===== src/stm_pkg.sv =====
/*
 Package for the standard timer: register offsets, field positions,
 reset values, mode and tick-source encodings.
 Assumes a byte-wide register port with byte offsets 0 to 6.
*/
package stm_pkg;
  localparam logic [2:0] REG_CTRL0 = 3'h0;
  localparam logic [2:0] REG_CTRL1 = 3'h1;
  localparam logic [2:0] REG_CNT_LO = 3'h2;
  localparam logic [2:0] REG_CNT_HI = 3'h3;
  localparam logic [2:0] REG_CMPA_LO = 3'h4;
  localparam logic [2:0] REG_CMPA_HI = 3'h5;
  localparam logic [2:0] REG_CMPP = 3'h6;
  localparam int CTRL0_HOLD = 7;
  localparam int CTRL0_SRC_LSB = 4;
  localparam int CTRL0_RUN = 3;
  localparam int CTRL1_MODE_LSB = 6;
  localparam int CTRL1_ACT_LSB = 4;
  localparam int CTRL1_INIT = 3;
  localparam int CTRL1_INV = 2;
  localparam int CTRL1_SWAP = 1;
  localparam int CTRL1_CLRSEL = 0;
  localparam logic [7:0] CTRL0_RESET = 8'h00;
  localparam logic [7:0] CTRL0_WMASK = 8'hF8;
  localparam logic [7:0] CTRL1_RESET = 8'h00;
  localparam logic [7:0] CMP_RESET = 8'h00;
  localparam logic [15:0] CNT_MAX = 16'hFFFF;
  localparam logic [7:0] SYS_DIV = 8'h04;
  localparam logic [7:0] HS_DIV16 = 8'h10;
  localparam logic [7:0] HS_DIV64 = 8'h40;
  typedef enum logic [1:0] {
    STM_MODE_COMPARE = 2'h0,
    STM_MODE_UNDEF = 2'h1,
    STM_MODE_PWM = 2'h2,
    STM_MODE_TIMER = 2'h3
  } stm_mode_t;
  typedef enum logic [2:0] {
    STM_SRC_SYS4 = 3'h0,
    STM_SRC_SYS = 3'h1,
    STM_SRC_HS16 = 3'h2,
    STM_SRC_HS64 = 3'h3,
    STM_SRC_SUB0 = 3'h4,
    STM_SRC_SUB1 = 3'h5,
    STM_SRC_RSV0 = 3'h6,
    STM_SRC_RSV1 = 3'h7
  } stm_src_t;
endpackage : stm_pkg


===== src/stm_timer.sv =====
/*
 Standard 16-bit timer with comparators A and P and one output pin.
 Assumes high_speed_clock and sub_clock arrive as one-cycle enables from
 the clock system on the same clock; single-pulse shaping lives elsewhere.
*/
// The address-and-strobe port and the register offsets were decided locally.
`timescale 1ns/1ps
`default_nettype none
// What this block does
// - 16-bit up counter ticks while run, not held
// - Comparator P checks counter bits 15 to 8
// - Comparator A checks all sixteen counter bits
// - Software cannot load; run rise clears counter
// - Overflow or selected match clears, match raises flag
// - Hold freezes counter, resume from held value
// - Tick source select decoding, two codes reserved
// - Run rising edge zeroes counter before counting
// - Run low stops counter, value kept
// - Run rise resets pin to initial level
// - Control zero bits 2 to 0 read zero
// - Mode select: compare, undefined, PWM, timer
// - Compare mode A match drives pin action
// - Requested level equal initial gives no change
// - PWM mode action: inactive, active, PWM, pulse
// - Initial level sets pre-match or active level
// - Invert bit inverts pin except timer mode
// - Swap bit exchanges PWM period and duty roles
// - Clear select picks A match or P/overflow
// - Live counter readable as two bytes
// - P period is value times 256 in PWM, value plus one times 256 otherwise, zero full
// - Clear on A raises only the A flag
module stm_timer
  import stm_pkg::*;
(
  input wire logic clock,
  input wire logic srst,
  input wire logic hs_tick,
  input wire logic sub_tick,
  input wire logic [2:0] reg_addr,
  input wire logic [7:0] reg_wdata,
  input wire logic reg_write,
  input wire logic reg_read,
  output logic [7:0] reg_rdata,
  output logic timer_out_pin,
  output logic match_a_flag,
  output logic match_p_flag,
  output logic timer_irq
);
  import stm_pkg::*;

  logic [7:0] ctrl0, next_ctrl0;
  logic [7:0] ctrl1, next_ctrl1;
  logic [15:0] cmp_a, next_cmp_a;
  logic [7:0] cmp_p, next_cmp_p;
  logic [7:0] rdata, next_rdata;
  logic [15:0] count, next_count;
  logic [7:0] div_sys, next_div_sys;
  logic [7:0] div_hs, next_div_hs;
  logic run_q, next_run_q;
  logic pin_lvl, next_pin_lvl;
  logic flag_a, next_flag_a;
  logic flag_p, next_flag_p;
  logic out_q, next_out_q;

  logic count_hold, counter_run, run_rise, tick;
  logic pin_initial_level, pin_invert, duty_period_swap, clear_source_sel;
  logic [1:0] pin_action_sel;
  stm_mode_t op_mode_sel;
  stm_src_t tick_source_sel;
  logic match_a, match_p, overflow, pwm_mode;
  logic [15:0] period_val, duty_val;
  logic pwm_active;

  assign count_hold = ctrl0[CTRL0_HOLD];
  assign counter_run = ctrl0[CTRL0_RUN];
  assign tick_source_sel = stm_src_t'(ctrl0[CTRL0_SRC_LSB +: 3]);
  assign op_mode_sel = stm_mode_t'(ctrl1[CTRL1_MODE_LSB +: 2]);
  assign pin_action_sel = ctrl1[CTRL1_ACT_LSB +: 2];
  assign pin_initial_level = ctrl1[CTRL1_INIT];
  assign pin_invert = ctrl1[CTRL1_INV];
  assign duty_period_swap = ctrl1[CTRL1_SWAP];
  assign clear_source_sel = ctrl1[CTRL1_CLRSEL];
  assign run_rise = counter_run && !run_q;
  assign pwm_mode = (op_mode_sel == STM_MODE_PWM);

  // Clock dividers free-run so tick phase does not depend on run
  always_comb
  begin
    next_div_sys = (div_sys == SYS_DIV - 8'h01) ? 8'h00 : div_sys + 8'h01;
    next_div_hs = div_hs;
    if (hs_tick)
    begin
      next_div_hs = (div_hs == HS_DIV64 - 8'h01) ? 8'h00 : div_hs + 8'h01;
    end
  end

  always_comb
  begin
    unique case (tick_source_sel)
      STM_SRC_SYS4: tick = (div_sys == 8'h00);
      STM_SRC_SYS: tick = 1'b1;
      STM_SRC_HS16: tick = hs_tick
        && ((div_hs & (HS_DIV16 - 8'h01)) == 8'h00);
      STM_SRC_HS64: tick = hs_tick && (div_hs == 8'h00);
      STM_SRC_SUB0, STM_SRC_SUB1: tick = sub_tick;
      // Reserved codes stop the counter rather than pick a random clock
      default: tick = 1'b0;
    endcase
  end

  assign match_a = (count == cmp_a);
  assign match_p = (count[15:8] == cmp_p);
  assign overflow = (count == CNT_MAX);

  // PWM: P side is value times 256, zero as period means full 65536 span
  always_comb
  begin
    if (duty_period_swap)
    begin
      period_val = cmp_a;
      duty_val = {cmp_p, 8'h00};
    end
    else
    begin
      period_val = {cmp_p, 8'h00};
      duty_val = cmp_a;
    end
  end
  assign pwm_active = (duty_val == 16'h0000) ? 1'b0 :
    ((period_val != 16'h0000) && (duty_val >= period_val)) ? 1'b1 :
    (count < duty_val);

  // Counter, flags and pin level
  always_comb
  begin
    logic clr, ev_a, ev_p, at_end;
    clr = 1'b0;
    ev_a = 1'b0;
    ev_p = 1'b0;
    at_end = 1'b0;
    next_count = count;
    next_run_q = counter_run;
    next_pin_lvl = pin_lvl;
    next_flag_a = flag_a;
    next_flag_p = flag_p;
    if (run_rise)
    begin
      next_count = 16'h0000;
      next_pin_lvl = pin_initial_level;
    end
    else if (counter_run && !count_hold && tick)
    begin
      if (pwm_mode)
      begin
        ev_a = match_a;
        ev_p = match_p && (count[7:0] == 8'hFF);
        // Period end: 16-bit register match, or 256-multiple, or wrap
        if (duty_period_swap)
        begin
          at_end = (period_val == 16'h0000) ? overflow :
            (count == period_val - 16'h0001);
        end
        else
        begin
          at_end = (cmp_p == 8'h00) ? overflow :
            (count == {cmp_p, 8'h00} - 16'h0001);
        end
        clr = at_end;
      end
      else if (clear_source_sel)
      begin
        ev_a = match_a && (cmp_a != 16'h0000);
        ev_p = 1'b0;
        clr = ev_a || overflow;
      end
      else
      begin
        ev_a = match_a && (cmp_a != 16'h0000);
        ev_p = (cmp_p == 8'h00) ? overflow :
          (match_p && (count[7:0] == 8'hFF));
        clr = ev_p;
      end
      next_count = clr ? 16'h0000 : count + 16'h0001;
      if (ev_a && (op_mode_sel == STM_MODE_COMPARE))
      begin
        unique case (pin_action_sel)
          2'h0: next_pin_lvl = pin_lvl;
          2'h1: next_pin_lvl = 1'b0;
          2'h2: next_pin_lvl = 1'b1;
          2'h3: next_pin_lvl = !pin_lvl;
        endcase
      end
    end
    // Hardware set wins over a software clear in the same cycle
    if (reg_write && reg_addr == REG_CTRL1)
    begin
      next_flag_a = 1'b0;
      next_flag_p = 1'b0;
    end
    if (ev_a)
    begin
      next_flag_a = 1'b1;
    end
    if (ev_p)
    begin
      next_flag_p = 1'b1;
    end
  end

  // Pin output per mode
  always_comb
  begin
    logic lvl;
    lvl = 1'b0;
    unique case (op_mode_sel)
      STM_MODE_COMPARE: lvl = pin_lvl;
      STM_MODE_PWM:
      begin
        unique case (pin_action_sel)
          2'h0: lvl = !pin_initial_level;
          2'h1: lvl = pin_initial_level;
          2'h2: lvl = pwm_active ? pin_initial_level : !pin_initial_level;
          2'h3: lvl = pin_lvl;
        endcase
      end
      // Undefined or timer mode: pin not used, level low before invert
      STM_MODE_UNDEF, STM_MODE_TIMER: lvl = 1'b0;
    endcase
    // Invert has no effect in timer mode
    next_out_q = (op_mode_sel == STM_MODE_TIMER) ? lvl :
      lvl ^ pin_invert;
  end

  // Register port
  always_comb
  begin
    next_ctrl0 = ctrl0;
    next_ctrl1 = ctrl1;
    next_cmp_a = cmp_a;
    next_cmp_p = cmp_p;
    next_rdata = 8'h00;
    if (reg_write)
    begin
      unique case (reg_addr)
        REG_CTRL0: next_ctrl0 = reg_wdata & CTRL0_WMASK;
        REG_CTRL1: next_ctrl1 = reg_wdata;
        REG_CMPA_LO: next_cmp_a[7:0] = reg_wdata;
        REG_CMPA_HI: next_cmp_a[15:8] = reg_wdata;
        REG_CMPP: next_cmp_p = reg_wdata;
        default: next_ctrl0 = ctrl0;
      endcase
    end
    if (reg_read)
    begin
      unique case (reg_addr)
        REG_CTRL0: next_rdata = ctrl0 & CTRL0_WMASK;
        REG_CTRL1: next_rdata = ctrl1;
        REG_CNT_LO: next_rdata = count[7:0];
        REG_CNT_HI: next_rdata = count[15:8];
        REG_CMPA_LO: next_rdata = cmp_a[7:0];
        REG_CMPA_HI: next_rdata = cmp_a[15:8];
        REG_CMPP: next_rdata = cmp_p;
        default: next_rdata = 8'h00;
      endcase
    end
  end

  always_ff @(posedge clock)
  begin
    if (srst)
    begin
      ctrl0 <= CTRL0_RESET;
      ctrl1 <= CTRL1_RESET;
      cmp_a <= {CMP_RESET, CMP_RESET};
      cmp_p <= CMP_RESET;
      rdata <= 8'h00;
      count <= 16'h0000;
      div_sys <= 8'h00;
      div_hs <= 8'h00;
      run_q <= 1'b0;
      pin_lvl <= 1'b0;
      flag_a <= 1'b0;
      flag_p <= 1'b0;
      out_q <= 1'b0;
    end
    else
    begin
      ctrl0 <= next_ctrl0;
      ctrl1 <= next_ctrl1;
      cmp_a <= next_cmp_a;
      cmp_p <= next_cmp_p;
      rdata <= next_rdata;
      count <= next_count;
      div_sys <= next_div_sys;
      div_hs <= next_div_hs;
      run_q <= next_run_q;
      pin_lvl <= next_pin_lvl;
      flag_a <= next_flag_a;
      flag_p <= next_flag_p;
      out_q <= next_out_q;
    end
  end

  assign reg_rdata = rdata;
  assign timer_out_pin = out_q;
  assign match_a_flag = flag_a;
  assign match_p_flag = flag_p;
  assign timer_irq = flag_a || flag_p;

  a_run_clears: assert property (@(posedge clock) disable iff (srst)
    (counter_run && !run_q) |=> (count == 16'h0000))
    else $error("run rise did not clear counter");
  a_hold_freezes: assert property (@(posedge clock) disable iff (srst)
    (count_hold && !run_rise) |=> (count == $past(count)))
    else $error("counter moved while held");
  a_off_keeps: assert property (@(posedge clock) disable iff (srst)
    (!counter_run && !$past(counter_run)) |-> $stable(count))
    else $error("counter moved while off");
  a_no_p_flag: assert property (@(posedge clock) disable iff (srst)
    (!pwm_mode && clear_source_sel && !flag_p) |=> !flag_p)
    else $error("P flag raised with A clear");
  a_ctrl0_low_zero: assert property (@(posedge clock)
    disable iff (srst)
    $past(reg_read) && $past(reg_addr) == REG_CTRL0 |-> rdata[2:0] == 3'h0)
    else $error("control zero low bits not zero");
  a_cnt_read: assert property (@(posedge clock) disable iff (srst)
    (reg_read && reg_addr == REG_CNT_LO) |=> rdata == $past(count[7:0]))
    else $error("counter low byte wrong");
  a_pin_init: assert property (@(posedge clock) disable iff (srst)
    run_rise |=> pin_lvl == $past(pin_initial_level))
    else $error("pin not reset to initial level");
  a_a_match_flag: assert property (@(posedge clock) disable iff (srst)
    (counter_run && !run_rise && !count_hold && tick && match_a
     && cmp_a != 16'h0000 && op_mode_sel != STM_MODE_PWM) |=> flag_a)
    else $error("A match did not set flag");
  a_src_reserved: assert property (@(posedge clock) disable iff (srst)
    (tick_source_sel == STM_SRC_RSV0 && !run_rise) |=> $stable(count))
    else $error("reserved source counted");
  // Plain tick with no match or wrap pending must add one
  a_count_step: assert property (@(posedge clock) disable iff (srst)
    (counter_run && !run_rise && !count_hold && tick && !pwm_mode
     && !match_a && !match_p && !overflow)
    |=> count == $past(count) + 16'h0001)
    else $error("counter did not advance on tick");
  a_a_clears: assert property (@(posedge clock) disable iff (srst)
    (counter_run && !run_rise && !count_hold && tick && !pwm_mode
     && clear_source_sel && match_a && cmp_a != 16'h0000)
    |=> count == 16'h0000)
    else $error("A match did not clear counter");
  a_p_clears: assert property (@(posedge clock) disable iff (srst)
    (counter_run && !run_rise && !count_hold && tick && !pwm_mode
     && !clear_source_sel && cmp_p != 8'h00 && count == {cmp_p, 8'hFF})
    |=> (count == 16'h0000 && flag_p))
    else $error("P match did not clear counter");
  a_swap_period: assert property (@(posedge clock) disable iff (srst)
    (counter_run && !run_rise && !count_hold && tick && pwm_mode
     && duty_period_swap && cmp_a != 16'h0000
     && count == cmp_a - 16'h0001) |=> count == 16'h0000)
    else $error("A did not set the PWM period");
  // PWM excluded: a one-count period may legally sit at zero
  a_sys_tick: assert property (@(posedge clock) disable iff (srst)
    (tick_source_sel == STM_SRC_SYS && counter_run && !count_hold
     && !run_rise && !pwm_mode) |=> count != $past(count))
    else $error("system clock source did not count");
  a_pwm_inactive: assert property (@(posedge clock) disable iff (srst)
    (pwm_mode && pin_action_sel == 2'h0)
    |=> timer_out_pin == $past(!pin_initial_level ^ pin_invert))
    else $error("PWM inactive level wrong");
  a_pwm_active: assert property (@(posedge clock) disable iff (srst)
    (pwm_mode && pin_action_sel == 2'h1)
    |=> timer_out_pin == $past(pin_initial_level ^ pin_invert))
    else $error("PWM active level wrong");
  a_rdata_idle: assert property (@(posedge clock) disable iff (srst)
    !reg_read |=> rdata == 8'h00)
    else $error("read data not zero when idle");
endmodule : stm_timer
`default_nettype wire


===== config.mk =====
export PLATFORM = sky130hd
export DESIGN_NAME = stm_timer
export DESIGN_NICKNAME = d
export VERILOG_FILES = /design/src/stm_pkg.sv /design/src/stm_timer.sv
export SDC_FILE = /design/constraint.sdc
export NUM_CORES = 1
export LEC_CHECK = 0
export ABC_AREA = 1
export BUFFER_PORTS_ARGS = -buffer_cell sky130_fd_sc_hd__buf_2
export CAP_MARGIN = 20
export CELL_PAD_IN_SITES_DETAIL_PLACEMENT = 1
export CELL_PAD_IN_SITES_GLOBAL_PLACEMENT = 1
export CORE_ASPECT_RATIO = 1.25
export CORE_MARGIN = 2
export CORE_UTILIZATION = 48
export DETAILED_ROUTE_END_ITERATION = 7
export GPL_TIMING_DRIVEN = 0
export HOLD_SLACK_MARGIN = 0.1
export PLACE_DENSITY_LB_ADDON = 0.1
export SLEW_MARGIN = 20
export SYNTH_ARGS = -nofsm -noshare
export SYNTH_HDL_FRONTEND = slang
export SYNTH_SLANG_ARGS = --single-unit

===== constraint.sdc =====
create_clock -name clock -period 4.3 [get_ports clock]
set_clock_uncertainty 0.1 [all_clocks]
set_input_delay 0.43 -clock clock [delete_from_list [all_inputs] [get_ports clock]]
set_output_delay 0.43 -clock clock [all_outputs]
set_load 0.02 [all_outputs]

**Word-level counts from Yosys, hierarchy flattened**

Index checks and enable logic that the tools add are counted.

- Reductions and logical operators: 43
- Equal/unequal tests: 26
- $add $sub $neg: 5
- Bitwise logic cells: 2
- Order comparisons: 2
- Muxes and demuxes: 36

Operator list:

| operator | count |
|---|---|
| 8-bit one-hot mux with 7 select lines | 1 |
| 16-bit equality test | 3 |
| 16-bit 2-to-1 mux | 3 |
| 16-bit zero test | 2 |
| 8-bit zero test | 4 |
| 16-bit nonzero test | 2 |
| 16-bit by 1-bit subtractor with 16-bit output (second input constant) | 2 |
| 1-bit 2-to-1 mux | 27 |
| 16-bit by 1-bit adder with 16-bit output (second input constant) | 1 |
| 8-bit by 1-bit adder with 8-bit output (second input constant) | 2 |
| 16-bit equality test (second input constant) | 1 |
| 16-bit >= comparator | 1 |
| 16-bit less-than comparator | 1 |
| 3-bit equality test (second input constant) | 5 |
| 3-bit by 2-bit equality test with 1-bit output (second input constant) | 4 |
| 1-bit logical AND | 10 |
| 2-bit AND reduction | 5 |
| 2-bit OR reduction | 5 |
| 2-bit equality test (second input constant) | 4 |
| 8-bit by 2-bit equality test with 1-bit output (second input constant) | 1 |
| 8-bit by 6-bit equality test with 1-bit output (second input constant) | 1 |
| 8-bit equality test | 1 |
| 8-bit equality test (second input constant) | 1 |
| 8-bit 2-to-1 mux | 1 |
| 14 further kinds | 26 |

- Register bits after elaboration: 82
- Bits of input ports: 17
- Output and inout port bits: 12
- Word-level logic and storage cells: 128

**Logic depth before layout (Yosys ltp)**

Gate-level depths: netlist of run 1.

- Word-level depth: 10
- Mapped depth: 23
- Depth with buffers taken out: 20

**Least setup slack after synthesis of run 1**

Ideal clock, no wire load.

- Kind: register -> register
- Start point: reg ctrl1[1]
- End point: reg out_q, in the netlist timer_out_pin
- Clock period less this slack: 2.596 ns
- Stages on the path, launching flop included: 24
- Data arrival time: 2.381 ns
- Required time: 4.085 ns
- Setup slack: 1.704 ns
- Path through: dfxtp_1 buf_6 buf_6 buf_4 buf_6 nand2_1 o21ai_1 inv_1 ha_1 inv_1 a21oi_1 o21ai_0 a211oi_1 nand2_1 nand2_1 nand2_1 nand2_1 nand2_1 nand2_1 nand3_1 nand2_1 nand3_1 nand2_1 nor2_1

- Longest elaborated chain between the ends: 10
- Elaborated cells between the ends (all ways): 14
- Those cells by class: order compare: 2; mux: 8; bitwise: 1; reduce/logical: 3

RTL lines:

| element | line | RTL |
|---|---|---|
| from (decl) | stm_timer.sv:52 | `logic [7:0] ctrl1, next_ctrl1;` |
| from (signal assigned) | stm_timer.sv:289 | `ctrl1 <= next_ctrl1;` |
| 16-bit 2-to-1 mux | stm_timer.sv:118 | `if (duty_period_swap)` |
| 16-bit >= comparator or 16-bit nonzero test (tied branches) | stm_timer.sv:130 | `((period_val != 16'h0000) && (duty_val >= period_val)) ? 1'b1 :` |
| 1-bit logical AND | stm_timer.sv:130 |  |
| 1-bit 2-to-1 mux | stm_timer.sv:130 |  |
| 1-bit 2-to-1 mux (*) | stm_timer.sv:129 | `assign pwm_active = (duty_val == 16'h0000) ? 1'b0 :` |
| 1-bit 2-to-1 mux (*) | stm_timer.sv:222 | `2'h2: lvl = pwm_active ? pin_initial_level : !pin_initial_level;` |
| 1-bit one-hot mux with 4 select lines (*) | stm_timer.sv:219 | `unique case (pin_action_sel)` |
| 1-bit one-hot mux with 3 select lines (*) | stm_timer.sv:215 | `unique case (op_mode_sel)` |
| 1-bit bitwise XOR | stm_timer.sv:231 | `lvl ^ pin_invert;` |
| 1-bit 2-to-1 mux (*) | stm_timer.sv:230 | `next_out_q = (op_mode_sel == STM_MODE_TIMER) ? lvl :` |
| to (signal assigned) | stm_timer.sv:300 | `out_q <= next_out_q;` |
| to (decl) | stm_timer.sv:63 | `logic out_q, next_out_q;` |

Every way passes the cells marked *; elsewhere a longest branch is shown, timed or not.
A chain may end at the register's enable or synchronous reset.

**Worst setup path after layout of run 1**

Same ends and word-level chain as after synthesis.

==> flow_metrics.py, run 1 <==
metrics = {
    "sta": {
        "rsz0062_at_grt": "no",
        "fmax_mhz": 295,
        "worst_pin_slew_ns": 0.630,
        "setup_viol": 0,
        "slew_headroom_pct": 57.6,
        "drv_slew": 0,
        "hold_slack_ns": 0.353,
        "hold_violations": 0,
        "timing.final.crit_share_pct": 78.7,
        "tns_ns": 0,
        "layout_setup_ws_ns": 0.915,
        "finalCriticalPeriod_ns": 3.38,
    },
    "min_path": {
        "min-delay-path-class": "in -> reg",
    },
    "power": {
        "p_per_area_mw_per_mm2": 293,
        "ir_drop_uv": 253,
        "p_leak_nw": 2.85,
    },
    "setup_path": {
        "cpLargestDelayFamily": "simple AND/OR/NAND/NOR gates",
        "path_cells": "buf_6 -> buf_6 -> buf_4 -> buf_6 -> o21ai_1 -> ha_1 -> nand4_1 -> nor3_1 -> o21ai_0 -> nand3_1 -> nand2_1 -> nand3_1 -> nand3_1 -> nand2_1 -> nand3_1 -> nand2_1 -> nor2_1",
        "cp_common_cell": "nand3_1",
        "critPathMaxStageDelay_ns": 0.44,
        "worst-setup-path-type": "reg -> reg",
        "cp.required_ns": 4.43,
        "startpoint_type": "flop",
        "slowest_stage": "dfxtp_1",
        "worst-path-buf-inv": 4,
        "path_max_fanout": 10,
        "arrival_ns": 3.52,
        "endpoint_kind": "flop",
    },
    "clock_network": {
        "tritoncts": "yes",
        "numCtsBuffers": 9,
        "cts_max_level": 3,
        "root_buffer": "clkbuf_16",
        "cts_setup_buffers": 0,
        "cts.sinks": 82,
        "cts_buffer_depth": 2,
        "worstSkewPairLatency_ns": 0.34,
        "clk_transition_reported_paths_ns": 0.06,
        "holdBufCountCts": 0,
        "cts.repair.resized": 0,
    },
    "placed_design": {
        "dp_slack_ns": 0.976,
        "dp.cells": 1074,
        "io_buffer_count": 26,
        "placed_cell_area_mm2": 0.00614,
        "hpwlAfterDp_um": 17200,
        "place.gp.congestion": 1.03,
    },
    "logic_synthesis": {
        "ys_async_sr_fraction_pct": 0,
        "syn_inst": 887,
        "synth_edf_count": 0,
        "yosys.area.top_type": "dfxtp_1",
        "ys_types": 41,
        "synth.yosys.seq_area_share_pct": 28.2,
        "syn-num-nets": 930,
        "syn_area_per_cell_um2": 6.55,
        "ys_ff_latch": 82,
        "synth_top_flop_cell": "dfxtp_1",
        "yosysTopAreaCellShare_pct": 28.2,
        "netlist_area_mm2": 0.00581,
        "synth.area.top_cells": "dfxtp_1, nand2_1, inv_1",
        "yosysWarnings": 0,
    },
    "final_layout": {
        "antenna_cells": 0,
        "nets": 967,
        "finalNonFillerCells": 1088,
        "drive_gt1_share_pct": 9.49,
        "final_area_mm2": 0.00641,
        "layout-area-overhead-vs-synth_pct": 10.3,
    },
    "drt": {
        "vias": 6501,
        "wl_per_cell_um": 19.8,
        "ant_nets": 0,
        "routed_wl_um": 21600,
        "drtIter0Drc": 425,
        "first_pass_iters": 6,
        "drc_errors": 0,
        "viasPerCell": 5.98,
    },
    "global_routing": {
        "grt_max_degree": 14,
        "antenna_found_initial": 0,
        "grt_pass1_vias": 6587,
        "grt_pass1_wl_um": 34000,
        "grt_overflow": 0,
        "grt_use_total_pct": 34.2,
    },
    "flow_run": {
        "max-cap-violations": 0,
    },
    "floorplanning": {
        "io_pins": 29,
        "fp.dieW_um": 102,
        "core_area_mm2": 0.0117,
        "die_area_mm2": 0.0130,
        "rows": 44,
        "die_y_um": 127,
        "initial_core_util_pct": 49.6,
    },
    "outcome": {
        "status": "completed",
    },
}
## state kept, by name, indices dropped and copies added (netlist names)
| register | count |
|---|---|
| timer_out_pin | 1 |
| match_a_flag | 1 |
| pin_lvl | 1 |
| cmp_a | 16 |
| div_sys | 8 |
| ctrl1 | 8 |
| count | 16 |
| ctrl0 | 5 |
| reg_rdata | 8 |
| match_p_flag | 1 |
| cmp_p | 8 |
| run_q | 1 |
| div_hs | 8 |
## cell type report
class | instances | area, um^2
inverters | 123 | 462
multi-input cells | 658 | 3580
flip-flops and latches | 82 | 1640
well taps | 161 | 201
repair buffers | 26 | 130
plain buffers | 24 | 131
fillers | 1629 | 5310
clock buffers | 10 | 239
clock inverters | 4 | 30.0
## routing by layer
metal	vias to the layer above	global-route usage (%)	part of all wire, %
li1	3013	-	-
met1	3121	41.0	39
met2	274	59.4	49
met3	93	4.65	6.0
met4	0	16.2	5.7
met5	-	0	0
## kinds of logic after synthesis
family          share of synthesized area (%)
simple gates                             31.0
compound gates                           18.0
fa+ha+maj                                5.60
xor+xnor                                 6.95
flops                                    28.2
buf+inv                                  10.2
## worst reg2reg max path, stage by stage, from the launching register on
cell     delay, ns
dfxtp_1       0.44
buf_6         0.21
buf_6         0.18
buf_4         0.20
buf_6         0.18
o21ai_1       0.15
ha_1          0.35
nand4_1       0.15
nor3_1        0.27
o21ai_0       0.31
nand3_1       0.14
nand2_1       0.12
nand3_1       0.10
nand3_1       0.09
nand2_1       0.10
nand3_1       0.08
nand2_1       0.07
nor2_1        0.04
## per-stage QoR
stage                     utilization, %  total power, mW
after floorplan                        -             1.05
after global routing                54.7             1.95
after detailed placement            52.4             1.16
after global placement              52.4             1.14
final                               54.7             1.88
after CTS                           54.7             1.88
## synth_stat cells (2+ instances only)
cell	count
buf_2	2
o21ai_2	6
nand2_2	8
o21ai_0	61
nor3_1	27
nor2_2	13
nor3b_1	2
o21ai_1	4
nand4_1	18
xnor2_1	14
nor2_1	74
inv_1	119
o22ai_1	20
a221oi_1	3
nor2_4	3
clkbuf_1	15
a211oi_1	5
nand2_4	2
dfxtp_1	82
ha_1	26
xor2_1	27
buf_6	4
o221ai_1	2
nor4_1	8
buf_4	2
o21a_1	7
nand2_1	181
nand3_1	62
a31oi_1	2
xnor3_1	2
a21oi_1	73
inv_2	4
## worst paths after layout
path	from	end	slack, ns	cells past startpoint
max	ctrl1[1]	timer_out_pin	0.92	17
min	reg_wdata[7]	ctrl0[7]	0.35	3
max reg2reg	ctrl1[1]	timer_out_pin	0.92	17
min reg2reg	div_sys[0]	div_sys[0]	0.37	1
## power by group
group	total [mW]	switching, mW	internal [mW]
clock	0.725	0.323	0.402
combinational	0.357	0.242	0.115
sequential	0.800	0.0212	0.779
## cell usage in the layout (no fill, tap or decap), types with 15 or more instances in the layout
cell and instances:
nand3_1 62, nor3_1 27, nor2_1 74, dfxtp_1 82, inv_1 119, xor2_1 27, o21ai_0 61, o22ai_1 20
nand2_1 181, buf_2 28, a21oi_1 73, clkbuf_1 15, nand4_1 18, ha_1 26
Note: power is estimated with default switching activity, not from simulation.
==> run 2, diff against run 1 <==
--- a/config.mk
+++ b/config.mk
@@ -12,7 +12,7 @@
 export CELL_PAD_IN_SITES_GLOBAL_PLACEMENT = 1
 export CORE_ASPECT_RATIO = 1.25
 export CORE_MARGIN = 2
-export CORE_UTILIZATION = 48
+export CORE_UTILIZATION = 45
 export DETAILED_ROUTE_END_ITERATION = 7
 export GPL_TIMING_DRIVEN = 0
 export HOLD_SLACK_MARGIN = 0.1
==> constraint.sdc (replaced) <==
create_clock -name clock -period 3.49 [get_ports clock]
set_clock_uncertainty 0.1 [all_clocks]
set_input_delay 0.349 -clock clock [delete_from_list [all_inputs] [get_ports clock]]
set_output_delay 0.349 -clock clock [all_outputs]
set_load 0.02 [all_outputs]
==> run 2 against run 1 <==
  * Total power rose by 30%
  * Setup slack got worse by 0.69 ns
  * Die area rose by 6.4%
  * Clock-buffer cell count fell by 1
  * Routed wire length rose by 2.0%
  * Critical path type unchanged
  * Critical endpoint unchanged
  * Highest routed layer unchanged
==> flow_metrics.py, run 2 (synthesis gave the netlist of run 1 again) <==
metrics = {
    "final_layout": {
        "layout-area-overhead-vs-synth_pct": 11.2,
        "top_regs": "cmp_a: 16 flops, count: 16 flops",
        "drive_gt1_share_pct": 9.90,
        "fin_util_pct": 51.1,
        "layout_commonest_cell": "nand2_1",
        "nets": 967,
        "seqCellArea_mm2": 0.00164,
        "final_area_mm2": 0.00646,
        "multi_input_area_mm2": 0.00358,
        "layout_common_cells": "nand2_1, inv_1, dfxtp_1",
        "fill_cells": 1725,
        "antenna_cells": 0,
        "finalNonFillerCells": 1097,
    },
    "clock_network": {
        "worstSkewPairLatency_ns": 0.35,
        "clk_transition_reported_paths_ns": 0.07,
        "tritoncts": "yes",
        "root_buffer": "clkbuf_16",
        "holdBufCountCts": 0,
        "numCtsBuffers": 9,
        "cts_max_level": 3,
        "cts_buffer_depth": 2,
        "cts.sinks": 82,
    },
    "sta": {
        "slew_headroom_pct": 57.5,
        "fmax_mhz": 306,
        "rsz0062_at_grt": "no",
        "worst_pin_slew_ns": 0.632,
        "setup_viol": 0,
        "finalCriticalPeriod_ns": 3.26,
        "layout_setup_ws_ns": 0.226,
        "timing.final.crit_share_pct": 93.5,
        "hold_violations": 0,
        "hold_slack_ns": 0.247,
        "drv_slew": 0,
        "tns_ns": 0,
    },
    "power": {
        "p_clk_share_pct": 41.8,
        "p_per_area_mw_per_mm2": 379,
        "power.internal_mw": 1.67,
        "pwr-share-comb_pct": 18.0,
        "p_leak_nw": 2.87,
        "p_seq_share_pct": 40.2,
        "ir_drop_uv": 245,
        "switchingPower_mw": 0.780,
        "swShare_pct": 31.8,
        "total_power_mw": 2.45,
    },
    "global_routing": {
        "use_met1_pct": 37.9,
        "grt_max_degree": 17,
        "antenna_found_initial": 0,
        "grt_pass1_vias": 6528,
        "grt_use_total_pct": 32.2,
        "grt_overflow": 0,
        "busiest_layer": "met2",
        "use_met2_pct": 58.6,
        "grt_pass1_wl_um": 34300,
        "use_met3_pct": 3.26,
    },
    "placed_design": {
        "dp_slack_ns": 0.228,
        "dp.cells": 1081,
        "place.gp.congestion": 0.979,
        "placed_cell_area_mm2": 0.00615,
        "io_buffer_count": 26,
        "hpwlAfterDp_um": 17700,
    },
    "floorplanning": {
        "die_y_um": 131,
        "fp.dieW_um": 106,
        "io_pins": 29,
        "die_area_mm2": 0.0138,
        "rows": 46,
        "core_area_mm2": 0.0127,
        "initial_core_util_pct": 45.9,
    },
    "setup_path": {
        "arrival_ns": 3.41,
        "path_max_fanout": 10,
        "path_cells": "buf_6 -> buf_6 -> buf_4 -> buf_6 -> o21ai_1 -> ha_1 -> nand4_1 -> nor3_1 -> o21ai_0 -> nand3_1 -> nand2_1 -> nand2_1 -> nand2_1 -> nand3_1 -> nand2_1 -> a21oi_1 -> nor2_1",
        "cp_common_cell": "nand2_1",
        "startpoint_type": "flop",
        "worst-path-buf-inv": 4,
        "r2r_setup_slack_ns": 0.23,
        "cp.required_ns": 3.63,
        "endpoint_kind": "flop",
        "cpLargestDelayFamily": "simple AND/OR/NAND/NOR gates",
        "worst-setup-path-type": "reg -> reg",
        "critPathMaxStageDelay_ns": 0.41,
        "slowest_stage": "dfxtp_2",
    },
    "drt": {
        "first_pass_iters": 5,
        "wl_per_cell_um": 20.0,
        "vias": 6313,
        "drc_errors": 0,
        "drtIter0Drc": 412,
        "ant_nets": 0,
        "routed_wl_um": 22000,
        "viasPerCell": 5.75,
    },
    "flow_run": {
        "max-cap-violations": 0,
    },
    "outcome": {
        "status": "completed",
    },
    "min_path": {
        "min-delay-path-class": "in -> reg",
    },
}
run 2: repair_timing:
item / CTS / global route
setup endpoints to repair: 0 / 1
setup buffers: 0 / 0
resized for setup: 0 / 2
run 2: per-layer routing:
layer	wire length (um)	up-vias	share of wire [%]
met4	1010	0	4.6
met1	8930	3038	41
met5	0	-	0
met3	1040	60	4.7
li1	-	3010	-
met2	11000	205	50
run 2: area by class of cell:
cell class,instances,area share (%)
timing repair buffer,26,2.01
buffer,24,2.03
sequential,82,25.4
clock buffer,9,3.48
multi-input combinational,658,55.4
tap,168,3.25
inverter,123,7.14
clock inverter,7,1.26
run 2: final timing paths:
kind                    to  cells past startpoint         start
max          timer_out_pin                     17      ctrl1[1]
min               cmp_a[4]                      3  reg_wdata[4]
max reg2reg  timer_out_pin                     17      ctrl1[1]
min reg2reg     div_sys[0]                      1    div_sys[0]
run 2: power by group through the flow:
stage	clock network (mW)	logic, mW	registers (mW)
2_1_floorplan	0	0.293	1.00
3_3_place_gp	0	0.412	1.00
3_5_place_dp	0	0.431	1.01
4_1_cts	1.03	0.434	0.984
5_1_grt	1.07	0.487	0.987
6_report	1.02	0.440	0.985
run 2: worst min-delay path, delay by kind of cell:
| family | cells | cell delay (ns) |
|---|---|---|
| compound gates | 1 | 0.06 |
| buf+inv | 1 | 0.14 |
| simple gates | 1 | 0.09 |
